## src/common/lec_pkg.sv

```systemverilog
package lec_pkg;

  // Feedback equalizer geometry
  localparam int NTAP = 5;
  localparam int TAP_STEP_MV = 7;
  localparam logic signed [6:0] TAP1_MAX = 7'sh1F;
  localparam logic signed [6:0] TAPN_MAX = 7'sh0F;
  // Slicer target amplitude used by sign-sign adaptation
  localparam logic signed [11:0] DEC_REF_MV = 12'sh064;

  // Transmit filter coefficient limits
  localparam logic signed [6:0] FIR_MAIN_MAX = 7'sh1F;
  localparam logic signed [6:0] FIR_SIDE_MAX = 7'sh0F;

  // Rate window, counted in calibration clock ticks
  localparam logic [15:0] PPM_WIN_TICKS = 16'h0400;
  localparam logic [15:0] PPM_TOL = 16'h0008;
  // Expected bit counts per window for each rate table entry
  localparam logic [3:0][15:0] RATE_TBL = {16'h0800, 16'h0600, 16'h0400, 16'h0200};

  localparam logic [6:0] PRBS_SEED = 7'h7F;

  typedef enum logic [1:0] {
    LEC_DFE_OFF = 2'h0,
    LEC_DFE_T12 = 2'h1,
    LEC_DFE_ALL = 2'h3
  } lec_dfe_lvl_t;

  typedef enum logic [1:0] {
    LEC_AD_OFF = 2'h0,
    LEC_AD_ACQ = 2'h1,
    LEC_AD_CONT = 2'h3
  } lec_adapt_t;

  typedef enum logic [1:0] {
    LEC_OSEL_RETIMED = 2'h0,
    LEC_OSEL_RAW = 2'h1,
    LEC_OSEL_PRBS = 2'h2,
    LEC_OSEL_MUTE = 2'h3
  } lec_osel_t;

  typedef enum logic {
    LEC_ST_ACQ = 1'b0,
    LEC_ST_LOCK = 1'b1
  } lec_lock_t;

  typedef struct packed {
    logic [4:0] pol;
    logic [4:0][4:0] wt;
  } lec_dfe_man_t;

  typedef struct packed {
    logic signed [4:0] pre;
    logic signed [5:0] main;
    logic signed [4:0] post;
  } lec_fir_t;

  typedef struct packed {
    logic bit_val;
    logic signed [7:0] level;
  } lec_out_t;

endpackage : lec_pkg

```

## src/verilog/lec_lane.sv

```systemverilog
`timescale 1ns/1ps
`default_nettype none
// Contract
// - Feedback equalizer stays off until software enables it, in any adapt mode.
// - Enabled equalizer adapts only during acquisition, or continuously.
// - Enable levels: taps 1-5, taps 1-2 only, or none.
// - Each tap feeds back one bit later than the previous, own weight and polarity.
// - Tap one weight 0-31, taps two to five 0-15, step about 7 mV.
// - Polarity 0 gives positive low-pass feedback, 1 negative high-pass feedback.
// - Output selector: retimed, raw, pattern generator, or muted.
// - Default path: equalized data, recovered, then into transmit filter.
// - Software may steer recovered data into the pattern checker.
// - Calibration clock only drives the rate window counter, never recovery.
// - Rate counter limits lock to the programmed table or manual rate.
// - Transmit output is a weighted sum of three consecutive selected bits, forced to zero when muted.
// - Main coefficient -31..+31, pre and post coefficients -15..15.
// - Pre-cursor weights the bit before a transition, post-cursor the bit after.
module lec_lane (
  // Clock and reset
  input wire logic sys_clk_i,
  input wire logic srst_i,
  // Equalized sample stream from the front end
  input wire logic in_valid_i,
  input wire logic signed [9:0] in_sample_i,
  output logic in_ready_o,
  // Filtered stream to the output driver
  output logic out_valid_o,
  input wire logic out_ready_i,
  output lec_pkg::lec_out_t out_word_o,
  // Feedback equalizer control
  input wire logic dfe_en_i,
  input wire lec_pkg::lec_dfe_lvl_t dfe_level_i,
  input wire lec_pkg::lec_adapt_t dfe_adapt_i,
  input wire lec_pkg::lec_dfe_man_t dfe_man_i,
  output logic [4:0][5:0] dfe_coef_o,
  // Recovery path control
  input wire lec_pkg::lec_osel_t out_sel_i,
  input wire logic chk_en_i,
  output logic [15:0] chk_err_cnt_o,
  // Rate window
  input wire logic cal_tick_i,
  input wire logic [1:0] rate_sel_i,
  input wire logic rate_man_en_i,
  input wire logic [15:0] rate_man_cnt_i,
  output logic [15:0] ppm_cnt_o,
  output logic lock_o,
  // Transmit filter
  input wire lec_pkg::lec_fir_t fir_coef_i
);

  function automatic logic signed [6:0] sat7(input logic signed [7:0] v,
                                            input logic signed [6:0] lim);
    if (v > 8'(lim)) begin
      sat7 = lim;
    end else if (v < -8'(lim)) begin
      sat7 = -lim;
    end else begin
      sat7 = v[6:0];
    end
  endfunction : sat7

  // Decision history, bit 0 is the newest decision
  logic [6:0] dhist_ff, nxt_dhist;
  logic [4:0][5:0] coef_ff, nxt_coef;
  logic [1:0] txh_ff, nxt_txh;
  logic [6:0] prbs_ff, nxt_prbs;
  logic [15:0] chk_ff, nxt_chk;
  logic [15:0] win_ff, nxt_win;
  logic [15:0] bitcnt_ff, nxt_bitcnt;
  logic [15:0] ppm_ff, nxt_ppm;
  lec_pkg::lec_lock_t lock_ff, nxt_lock;
  lec_pkg::lec_out_t head_ff, nxt_head;
  lec_pkg::lec_out_t skid_ff, nxt_skid;
  logic hv_ff, nxt_hv;
  logic sv_ff, nxt_sv;
  logic rdy_ff, nxt_rdy;

  logic push;
  logic pop;
  logic dfe_on;
  logic adapt_on;
  logic [4:0] tap_act;
  logic signed [11:0] fb;
  logic signed [11:0] eq;
  logic signed [11:0] err;
  logic dec;
  logic raw_bit;
  logic prbs_bit;
  logic tx_bit;
  logic signed [7:0] fir_sum;
  lec_pkg::lec_out_t word;

  assign push = in_valid_i && rdy_ff;
  assign pop = hv_ff && out_ready_i;

  // Equalizer, slicer and output selection
  always_comb begin
    logic signed [11:0] term;
    logic signed [6:0] c;
    term = '0;
    c = '0;
    dfe_on = dfe_en_i && (dfe_level_i != lec_pkg::LEC_DFE_OFF);
    adapt_on = dfe_on && ((dfe_adapt_i == lec_pkg::LEC_AD_CONT) ||
                          ((dfe_adapt_i == lec_pkg::LEC_AD_ACQ) &&
                           (lock_ff == lec_pkg::LEC_ST_ACQ)));
    fb = '0;
    for (int k = 0; k < lec_pkg::NTAP; k++) begin
      // Taps 3-5 only join at the full level, trading power for reach
      tap_act[k] = dfe_on && ((k < 2) || (dfe_level_i == lec_pkg::LEC_DFE_ALL));
      c = 7'($signed(coef_ff[k]));
      term = 12'(c) * 12'(lec_pkg::TAP_STEP_MV);
      // Tap k looks at the decision k+1 bits back
      if (tap_act[k]) begin
        fb = dhist_ff[k] ? 12'(fb + term) : 12'(fb - term);
      end
    end
    // Positive code adds the past bit (low-pass), negative subtracts it (high-pass)
    eq = 12'(12'(in_sample_i) + fb);
    dec = ~eq[11];
    raw_bit = ~in_sample_i[9];
    err = dec ? 12'(eq - lec_pkg::DEC_REF_MV) : 12'(eq + lec_pkg::DEC_REF_MV);
    prbs_bit = prbs_ff[6] ^ prbs_ff[5];
    case (out_sel_i)
      lec_pkg::LEC_OSEL_RETIMED: tx_bit = dec;
      lec_pkg::LEC_OSEL_RAW: tx_bit = raw_bit;
      lec_pkg::LEC_OSEL_PRBS: tx_bit = prbs_bit;
      lec_pkg::LEC_OSEL_MUTE: tx_bit = 1'b0;
      default: tx_bit = dec;
    endcase
  end

  // Transmit filter: the incoming bit is the next bit, txh holds current and previous
  always_comb begin
    logic signed [6:0] cpre;
    logic signed [6:0] cmain;
    logic signed [6:0] cpost;
    cpre = sat7(8'(fir_coef_i.pre), lec_pkg::FIR_SIDE_MAX);
    cmain = sat7(8'(fir_coef_i.main), lec_pkg::FIR_MAIN_MAX);
    cpost = sat7(8'(fir_coef_i.post), lec_pkg::FIR_SIDE_MAX);
    // Width covers 61 so an oversized coefficient set cannot wrap
    fir_sum = '0;
    fir_sum = tx_bit ? 8'(fir_sum + 8'(cpre)) : 8'(fir_sum - 8'(cpre));
    fir_sum = txh_ff[0] ? 8'(fir_sum + 8'(cmain)) : 8'(fir_sum - 8'(cmain));
    fir_sum = txh_ff[1] ? 8'(fir_sum + 8'(cpost)) : 8'(fir_sum - 8'(cpost));
    word.bit_val = txh_ff[0];
    word.level = (out_sel_i == lec_pkg::LEC_OSEL_MUTE) ? 8'sh00 : fir_sum;
  end

  // Tap coefficients, history and pattern logic
  always_comb begin
    logic signed [6:0] lim;
    logic signed [7:0] upd;
    logic signed [7:0] man;
    lim = '0;
    upd = '0;
    man = '0;
    nxt_coef = coef_ff;
    nxt_dhist = dhist_ff;
    nxt_txh = txh_ff;
    nxt_prbs = prbs_ff;
    nxt_chk = chk_ff;
    for (int k = 0; k < lec_pkg::NTAP; k++) begin
      lim = (k == 0) ? lec_pkg::TAP1_MAX : lec_pkg::TAPN_MAX;
      man = dfe_man_i.pol[k] ? -8'(dfe_man_i.wt[k]) : 8'(dfe_man_i.wt[k]);
      if (!adapt_on) begin
        // Hand settings only take effect while adaptation is off
        nxt_coef[k] = 6'(sat7(man, lim));
      end else if (push && tap_act[k]) begin
        // Sign-sign step: pull the error toward zero, one code per bit
        upd = (err[11] ^ ~dhist_ff[k]) ? 8'(8'($signed(coef_ff[k])) + 8'sh01)
                                       : 8'(8'($signed(coef_ff[k])) - 8'sh01);
        nxt_coef[k] = 6'(sat7(upd, lim));
      end
    end
    if (push) begin
      nxt_dhist = {dhist_ff[5:0], dec};
      nxt_txh = {txh_ff[0], tx_bit};
      if (out_sel_i == lec_pkg::LEC_OSEL_PRBS) begin
        nxt_prbs = {prbs_ff[5:0], prbs_bit};
      end
      // Self-synchronising check on the recovered decisions
      if (chk_en_i && (dec != (dhist_ff[6] ^ dhist_ff[5])) && (chk_ff != 16'hFFFF)) begin
        nxt_chk = 16'(chk_ff + 16'h0001);
      end
    end
    if (!chk_en_i) begin
      nxt_chk = 16'h0000;
    end
  end

  // Rate window counter, paced only by calibration ticks
  always_comb begin
    logic [15:0] expect_cnt;
    logic [15:0] diff;
    logic [15:0] cnt;
    expect_cnt = rate_man_en_i ? rate_man_cnt_i : lec_pkg::RATE_TBL[rate_sel_i];
    cnt = push ? 16'(bitcnt_ff + 16'h0001) : bitcnt_ff;
    diff = (cnt > expect_cnt) ? 16'(cnt - expect_cnt) : 16'(expect_cnt - cnt);
    nxt_bitcnt = cnt;
    nxt_win = win_ff;
    nxt_ppm = ppm_ff;
    nxt_lock = lock_ff;
    if (cal_tick_i) begin
      if (win_ff == 16'(lec_pkg::PPM_WIN_TICKS - 16'h0001)) begin
        nxt_win = 16'h0000;
        nxt_bitcnt = 16'h0000;
        nxt_ppm = cnt;
        case (lock_ff)
          lec_pkg::LEC_ST_ACQ: begin
            if (diff <= lec_pkg::PPM_TOL) begin
              nxt_lock = lec_pkg::LEC_ST_LOCK;
            end
          end
          lec_pkg::LEC_ST_LOCK: begin
            if (diff > lec_pkg::PPM_TOL) begin
              nxt_lock = lec_pkg::LEC_ST_ACQ;
            end
          end
          default: nxt_lock = lec_pkg::LEC_ST_ACQ;
        endcase
      end else begin
        nxt_win = 16'(win_ff + 16'h0001);
      end
    end
  end

  // Two-entry buffer; head is the output register, skid absorbs one stall
  always_comb begin
    nxt_head = head_ff;
    nxt_skid = skid_ff;
    nxt_hv = hv_ff;
    nxt_sv = sv_ff;
    if (pop) begin
      if (sv_ff) begin
        nxt_head = skid_ff;
        nxt_sv = push;
        if (push) begin
          nxt_skid = word;
        end
      end else begin
        nxt_hv = push;
        if (push) begin
          nxt_head = word;
        end
      end
    end else if (push) begin
      if (!hv_ff) begin
        nxt_head = word;
        nxt_hv = 1'b1;
      end else begin
        nxt_skid = word;
        nxt_sv = 1'b1;
      end
    end
    nxt_rdy = ~nxt_sv;
  end

  always_ff @(posedge sys_clk_i) begin
    if (srst_i) begin
      dhist_ff <= 7'h00;
      coef_ff <= '0;
      txh_ff <= 2'h0;
      prbs_ff <= lec_pkg::PRBS_SEED;
      chk_ff <= 16'h0000;
      win_ff <= 16'h0000;
      bitcnt_ff <= 16'h0000;
      ppm_ff <= 16'h0000;
      lock_ff <= lec_pkg::LEC_ST_ACQ;
      head_ff <= '0;
      skid_ff <= '0;
      hv_ff <= 1'b0;
      sv_ff <= 1'b0;
      rdy_ff <= 1'b0;
    end else begin
      dhist_ff <= nxt_dhist;
      coef_ff <= nxt_coef;
      txh_ff <= nxt_txh;
      prbs_ff <= nxt_prbs;
      chk_ff <= nxt_chk;
      win_ff <= nxt_win;
      bitcnt_ff <= nxt_bitcnt;
      ppm_ff <= nxt_ppm;
      lock_ff <= nxt_lock;
      head_ff <= nxt_head;
      skid_ff <= nxt_skid;
      hv_ff <= nxt_hv;
      sv_ff <= nxt_sv;
      rdy_ff <= nxt_rdy;
    end
  end

  assign in_ready_o = rdy_ff;
  assign out_valid_o = hv_ff;
  assign out_word_o = head_ff;
  assign dfe_coef_o = coef_ff;
  assign chk_err_cnt_o = chk_ff;
  assign ppm_cnt_o = ppm_ff;
  assign lock_o = lock_ff;

endmodule : lec_lane
`default_nettype wire

```

## config.mk

```make
export PLATFORM = sky130hd
export DESIGN_NAME = lec_lane
export DESIGN_NICKNAME = d
export VERILOG_FILES = /design/src/common/lec_pkg.sv /design/src/verilog/lec_lane.sv
export SDC_FILE = /design/constraint.sdc
export NUM_CORES = 1
export LEC_CHECK = 0
export ABC_AREA = 0
export BUFFER_PORTS_ARGS = -buffer_cell sky130_fd_sc_hd__buf_4
export CORE_MARGIN = 4
export CORE_UTILIZATION = 62
export DETAILED_ROUTE_END_ITERATION = 12
export PLACE_DENSITY_LB_ADDON = 0.2
export SLEW_MARGIN = 5
export SYNTH_ARGS = -nofsm -noshare
export SYNTH_HDL_FRONTEND = slang
export SYNTH_SLANG_ARGS = --single-unit
```

## constraint.sdc

```tcl
create_clock -name sys_clk_i -period 16.4 [get_ports sys_clk_i]
set_input_delay 1.64 -clock sys_clk_i [delete_from_list [all_inputs] [get_ports sys_clk_i]]
set_output_delay 1.64 -clock sys_clk_i [all_outputs]
set_load 0.03 [all_outputs]
```

==> results of run 1 <==
cells in the mapped netlist, types with 13 or more instances:
| cell | count | share of area, % |
|---|---|---|
| nor2_1 | 243 | 5.5 |
| ha_1 | 200 | 15 |
| inv_1 | 193 | 4.3 |
| nand2_1 | 179 | 4.0 |
| a21oi_1 | 166 | 5.0 |
| xnor2_1 | 149 | 7.8 |
| dfxtp_1 | 132 | 16 |
| o21ai_0 | 96 | 2.9 |
| xor2_1 | 94 | 4.9 |
| clkbuf_1 | 65 | 1.5 |
| nor3_1 | 54 | 1.6 |
| a21o_1 | 53 | 2.4 |
| nand3_1 | 53 | 1.6 |
| nand2b_1 | 40 | 1.5 |
| nor2b_1 | 34 | 1.3 |
| a211oi_1 | 33 | 1.5 |
| fa_1 | 30 | 3.6 |
| mux2i_1 | 30 | 1.8 |
| a31oi_1 | 23 | 0.86 |
| nand4_1 | 22 | 0.83 |
| o21bai_1 | 22 | 0.99 |
| and3_1 | 20 | 0.75 |
| and2_1 | 17 | 0.64 |
| a311oi_1 | 14 | 0.74 |
| o21a_1 | 14 | 0.63 |
| or3_1 | 14 | 0.53 |
| mux2_2 | 13 | 0.88 |
cell usage in the layout, fill, tap and decap left out, drive strengths merged, types with 53 or more instances in the layout:
master | synthesis | final
a21o | 53 | 53
a21oi | 167 | 167
buf | 15 | 173
dfxtp | 132 | 132
ha | 200 | 200
inv | 194 | 198
nand2 | 180 | 180
nand3 | 53 | 53
nor2 | 244 | 244
nor3 | 54 | 54
o21ai | 107 | 107
xnor2 | 151 | 151
xor2 | 94 | 94
sequential cells by signal (all words and copies together) (netlist names), 9 cells and up:
signal	flops
ppm_cnt_o	16
chk_err_cnt_o	16
dfe_coef_o	30
out_word_o	9
win_ff	16
bitcnt_ff	16
skid_ff	9
metrics by stage:
step | setup WS [ns] | instances | utilization, % | hold WS, ns
floorplan | 4.42 | 2212 | - | 0.427
detailed placement | 2.70 | 2640 | 68.8 | 0.442
global placement | 3.36 | 2640 | 68.8 | 0.431
global route | 1.47 | 2672 | 71.1 | 0.477
finish | 2.43 | 2672 | 71.1 | 0.453
CTS | 2.60 | 2672 | 71.1 | 0.456
layout make-up:
cell class                 instances  area (um^2)  share of cell area, %
multi-input combinational       1805        13000                   69.5
sequential                       132         2640                   14.1
timing repair buffer             173         1300                   6.95
inverter                         195          732                   3.92
clock buffer                      19          453                   2.42
tap                              335          419                   2.24
clock inverter                    13          149                  0.797
path summary, 6_finish.rpt:
check	from	end
setup / recovery	dfe_coef_o[6]	dfe_coef_o[1]
hold / removal	prbs_ff[4]	prbs_ff[5]
setup reg to reg	dfe_coef_o[6]	dfe_coef_o[1]
hold reg to reg	prbs_ff[4]	prbs_ff[5]
worst reg2reg max path: cells and delay by family (launching register included):
family | cells | cell delay [ns]
flip-flops | 1 | 0.69
AND/OR/NAND/NOR | 11 | 2.80
multiplexers | 1 | 0.17
adder cells (fa/ha/maj) | 11 | 3.42
buffers and inverters | 4 | 0.33
XOR/XNOR | 9 | 2.71
AO/OA/AOI/OAI | 19 | 3.68
per-layer routing:
layer | track usage [%] | wire length (um) | up-vias
li1 | - | - | 7947
met1 | 36.1 | 18700 | 7600
met2 | 51.6 | 21500 | 429
met3 | 4.02 | 2170 | 73
met4 | 9.02 | 1120 | 0
met5 | 0 | 0 | -
cells by family (layout without fill, tap and decap cells):
| family | after synthesis | in the layout |
|---|---|---|
| multiplexers | 45 | 45 |
| adder cells (fa/ha/maj) | 233 | 233 |
| AO/OA/AOI/OAI | 546 | 546 |
| flip-flops | 132 | 132 |
| AND/OR/NAND/NOR | 733 | 733 |
| buffers and inverters | 275 | 400 |
| XOR/XNOR | 248 | 248 |
==> run summary, run 1 <==
GPL Wtd Cong: 0.917
Clock buffer depth: 2
Die width: 172 um
Register area share after synthesis: 15.8%
Post-Syn Nets: 2530
Dpl cell area: 18100 um^2
RSZ-0062 raised after global routing: false
CTS Buf Count: 17
Die Footprint: 29600 um^2
Synth cell types: 95
Clock latency at the later pin of the worst-skew pair: 0.43 ns
Via count: 16049
Total Routing Usage GR: 28.9%
CTS H-tree depth: 4
Max Slew Vio Count: 0
CTS root buf: clkbuf_16
Synthesized area per cell: 7.54 um^2
Final-report setup violation count: 0
WP data required: 16.68 ns
Fin nets: 2642
DRT Wirelength: 43.5 mm
Setup TNS: 0 ns
DP HPWL: 33.5 mm
XOR/XNOR share of the synthesized area: 13.4%
Post-Synthesis Cell Area: 16700 um^2
Port bufs: 161
Area Overhead vs Synth: 12.0%
Ys async rst share: 0%
Synth Area in Simple Gates: 21.0%
Post-Synth Adder-Cell Area: 18.8%
Post-DRT Antenna Nets: 0
Buffers & Inverters on Critical Path: 4
Slowest CP cell: xnor2_1
Post-CTS setup buffers: 0
Iter 0 DRT Violations: 1164
R2r setup slk: 2.43 ns
Post-route minimum period: 13.97 ns
Vias in the first global route: 15318
Final period util: 85.2%
Vias/cell: 6.01
Final Cell Area: 18700 um^2
CP max FO: 12
Total of max-cap violations: 0
Initial antenna violation count: 0
Top cell by count, worst path: ha_1
Complex-gate fraction of the synthesized area: 21.7%
Crit path depth: 55
Clk pin slew, worst setup/hold paths: 0.07 ns
Outcome: complete, no violations
Slowest cell delay on critical path: 0.83 ns
Mux cell area share after synthesis: 2.86%
First-pass GRT wire length: 72.1 mm
IO Pins: 162
Largest family of logic cells by synthesized area: compound AO/OA/AOI/OAI gates
Critical Path Sink Type: flip-flop
Share of cells above drive strength 1: 11.0%
Yosys warning total: 0
Hold path cells: 1
Core ar.: 26300 um^2
Diodes inserted: 0
Max_slew headroom: 30.6%
Startpoint Class: flip-flop
Class of the worst hold path: flip-flop to flip-flop
Overflow left after global routing: 0
Routed WL per cell: 16.3 um
DRC Markers: 0
Largest net degree at the start of global routing: 61
Fillers: 2205
Row cnt: 59
Clock Skew: 0.0133 ns
EDFF count, synth: 0
Max Fclk: 0.0716 GHz
WS Path Type: flip-flop to flip-flop
Top FF cell, synth: dfxtp_1
Sink Count: 132
Detailed Routing Iterations Pass 1: 6
Initial Util: 63.4%
Mapped Cells: 2212
Post-cts repair resize count: 0
Crit path DAT: 14.24 ns
CTS Hold Bufs: 0
Worst R2R Path Depth: 55
Critical path's top delay family: compound AO/OA/AOI/OAI gates
Die height: 172 um
CTS tree: built
Pin slew with the least headroom to its limit: 1.03 ns
FF+latch count, synth: 132
Final Hold Vio Count: 0
Power of run 1 is not shown: default switching activity piles up to over one toggle a cycle in this logic, so the estimate is an artifact.
==> run 2: changes to the inputs <==
- CORE_UTILIZATION: 62 -> 65
- clock period: 16.4 -> 16.5 ns (I/O delays scaled with it)
==> run 2 against run 1 <==
Fmax grew 0.47%; cell count shrank 0.30%; clock skew up 0.0025 ns; highest routed layer unchanged.
==> run summary, run 2 (synthesis results as in run 1) <==
Slowest CP cell: xnor2_1
Area Overhead vs Synth: 11.9%
Leading cell type in the layout, fill and taps excluded: nor2_1
Pin slew with the least headroom to its limit: 1.03 ns
Vias/cell: 5.97
Max reg flops: 30
Worst R2R End: dfe_coef_o[1]
Critical Path Sink Type: flip-flop
Iter 0 DRT Violations: 1089
Post-cts repair resize count: 0
GPL Wtd Cong: 0.933
Row cnt: 58
Largest net degree at the start of global routing: 72
Class of the worst hold path: flip-flop to flip-flop
Total Routing Usage GR: 29.5%
CTS tree: built
Core ar.: 25200 um^2
Startpoint Class: flip-flop
CTS root buf: clkbuf_16
CTS H-tree depth: 4
Max_slew headroom: 30.7%
Fillers: 1993
Final-report setup violation count: 0
Clock buffer depth: 2
Worst R2R Path Depth: 54
Share of cells above drive strength 1: 10.9%
Post-route minimum period: 13.90 ns
Overflow left after global routing: 0
Global Route met3 Usage: 4.41%
Clk pin slew, worst setup/hold paths: 0.06 ns
Sink Count: 132
Origin of the worst setup path: dfe_coef_o[0]
Final Hold Vio Count: 0
CP max FO: 11
Die height: 168 um
Max Slew Vio Count: 0
Final period util: 84.2%
Clock Skew: 0.0158 ns
Routed WL per cell: 16.1 um
Diodes inserted: 0
Clock latency at the later pin of the worst-skew pair: 0.43 ns
First-pass GRT wire length: 71.3 mm
Post-CTS setup buffers: 0
DRC Markers: 0
Top cell by count, worst path: ha_1
Vias in the first global route: 15471
Setup TNS: 0 ns
Crit path DAT: 14.18 ns
Die Footprint: 28300 um^2
Die width: 168 um
DRT Wirelength: 42.9 mm
R2r setup slk: 2.60 ns
CTS Buf Count: 17
Commonest cells after routing, fill and taps aside: nor2_1 (243), ha_1 (200), inv_1 (193)
WS Path Type: flip-flop to flip-flop
Fin nets: 2640
Worst setup path end: dfe_coef_o[1]
Outcome: complete, no violations
Initial antenna violation count: 0
Via count: 15892
DP HPWL: 33.5 mm
Max Fclk: 0.0719 GHz
Slowest cell delay on critical path: 0.83 ns
Port bufs: 161
Met2 usage: 51.3%
Post-DRT Antenna Nets: 0
RSZ-0062 raised after global routing: false
Met1 Resource Use GR: 36.5%
CTS Hold Bufs: 0
Total of max-cap violations: 0
Gr busiest metal: met2
IO Pins: 162
Reg2reg start: dfe_coef_o[0]
WP data required: 16.77 ns
Detailed Routing Iterations Pass 1: 5
Initial Util: 66.2%
-- run 2: how the worst min path moves through the flow --
stage                           from          to  slack (ns)  cells after the start
after CTS                 skid_ff[6]  skid_ff[6]        0.46                      2
after floorplan           prbs_ff[1]  prbs_ff[2]        0.43                      1
final                     skid_ff[6]  skid_ff[6]        0.46                      2
after global routing      prbs_ff[3]  prbs_ff[4]        0.48                      1
after detailed placement  prbs_ff[1]  prbs_ff[2]        0.44                      1
after global placement    prbs_ff[1]  prbs_ff[2]        0.43                      1
-- run 2: area by class of cell --
class	count	area, um^2	area share, %
multi-input cells	1805	13000	69.6
well taps	330	413	2.21
clock buffers	18	429	2.30
flip-flops and latches	132	2640	14.2
inverters	195	732	3.92
clock inverters	13	175	0.939
repair buffers	171	1280	6.88
-- run 2: per-stage QoR --
stage	cell area, um^2	cells	hold slack [ns]	utilization, %	worst slack, ns
final	18700	2664	0.456	74.1	2.60
after global routing	18700	2664	0.481	74.1	1.45
after CTS	18700	2664	0.456	74.1	2.79
after detailed placement	18100	2633	0.441	71.7	2.90
after global placement	18100	2633	0.433	71.7	3.38
after floorplan	16700	2212	0.427	-	4.51
-- run 2: worst max-delay path, delay by kind of cell (launching register included) --
| family | cells | cell delay, ns |
|---|---|---|
| adder cells (fa/ha/maj) | 10 | 3.45 |
| AO/OA/AOI/OAI | 20 | 3.73 |
| buffers and inverters | 2 | 0.32 |
| AND/OR/NAND/NOR | 14 | 3.43 |
| XOR/XNOR | 8 | 2.22 |
| flip-flops | 1 | 0.59 |
-- run 2: per-layer routing --
metal,vias to the layer above,part of all wire [%]
li1,7953,-
met1,7418,42
met2,424,48
met3,97,5.5
met4,0,3.8
met5,-,0
Power of run 2 is left out for the same reason.
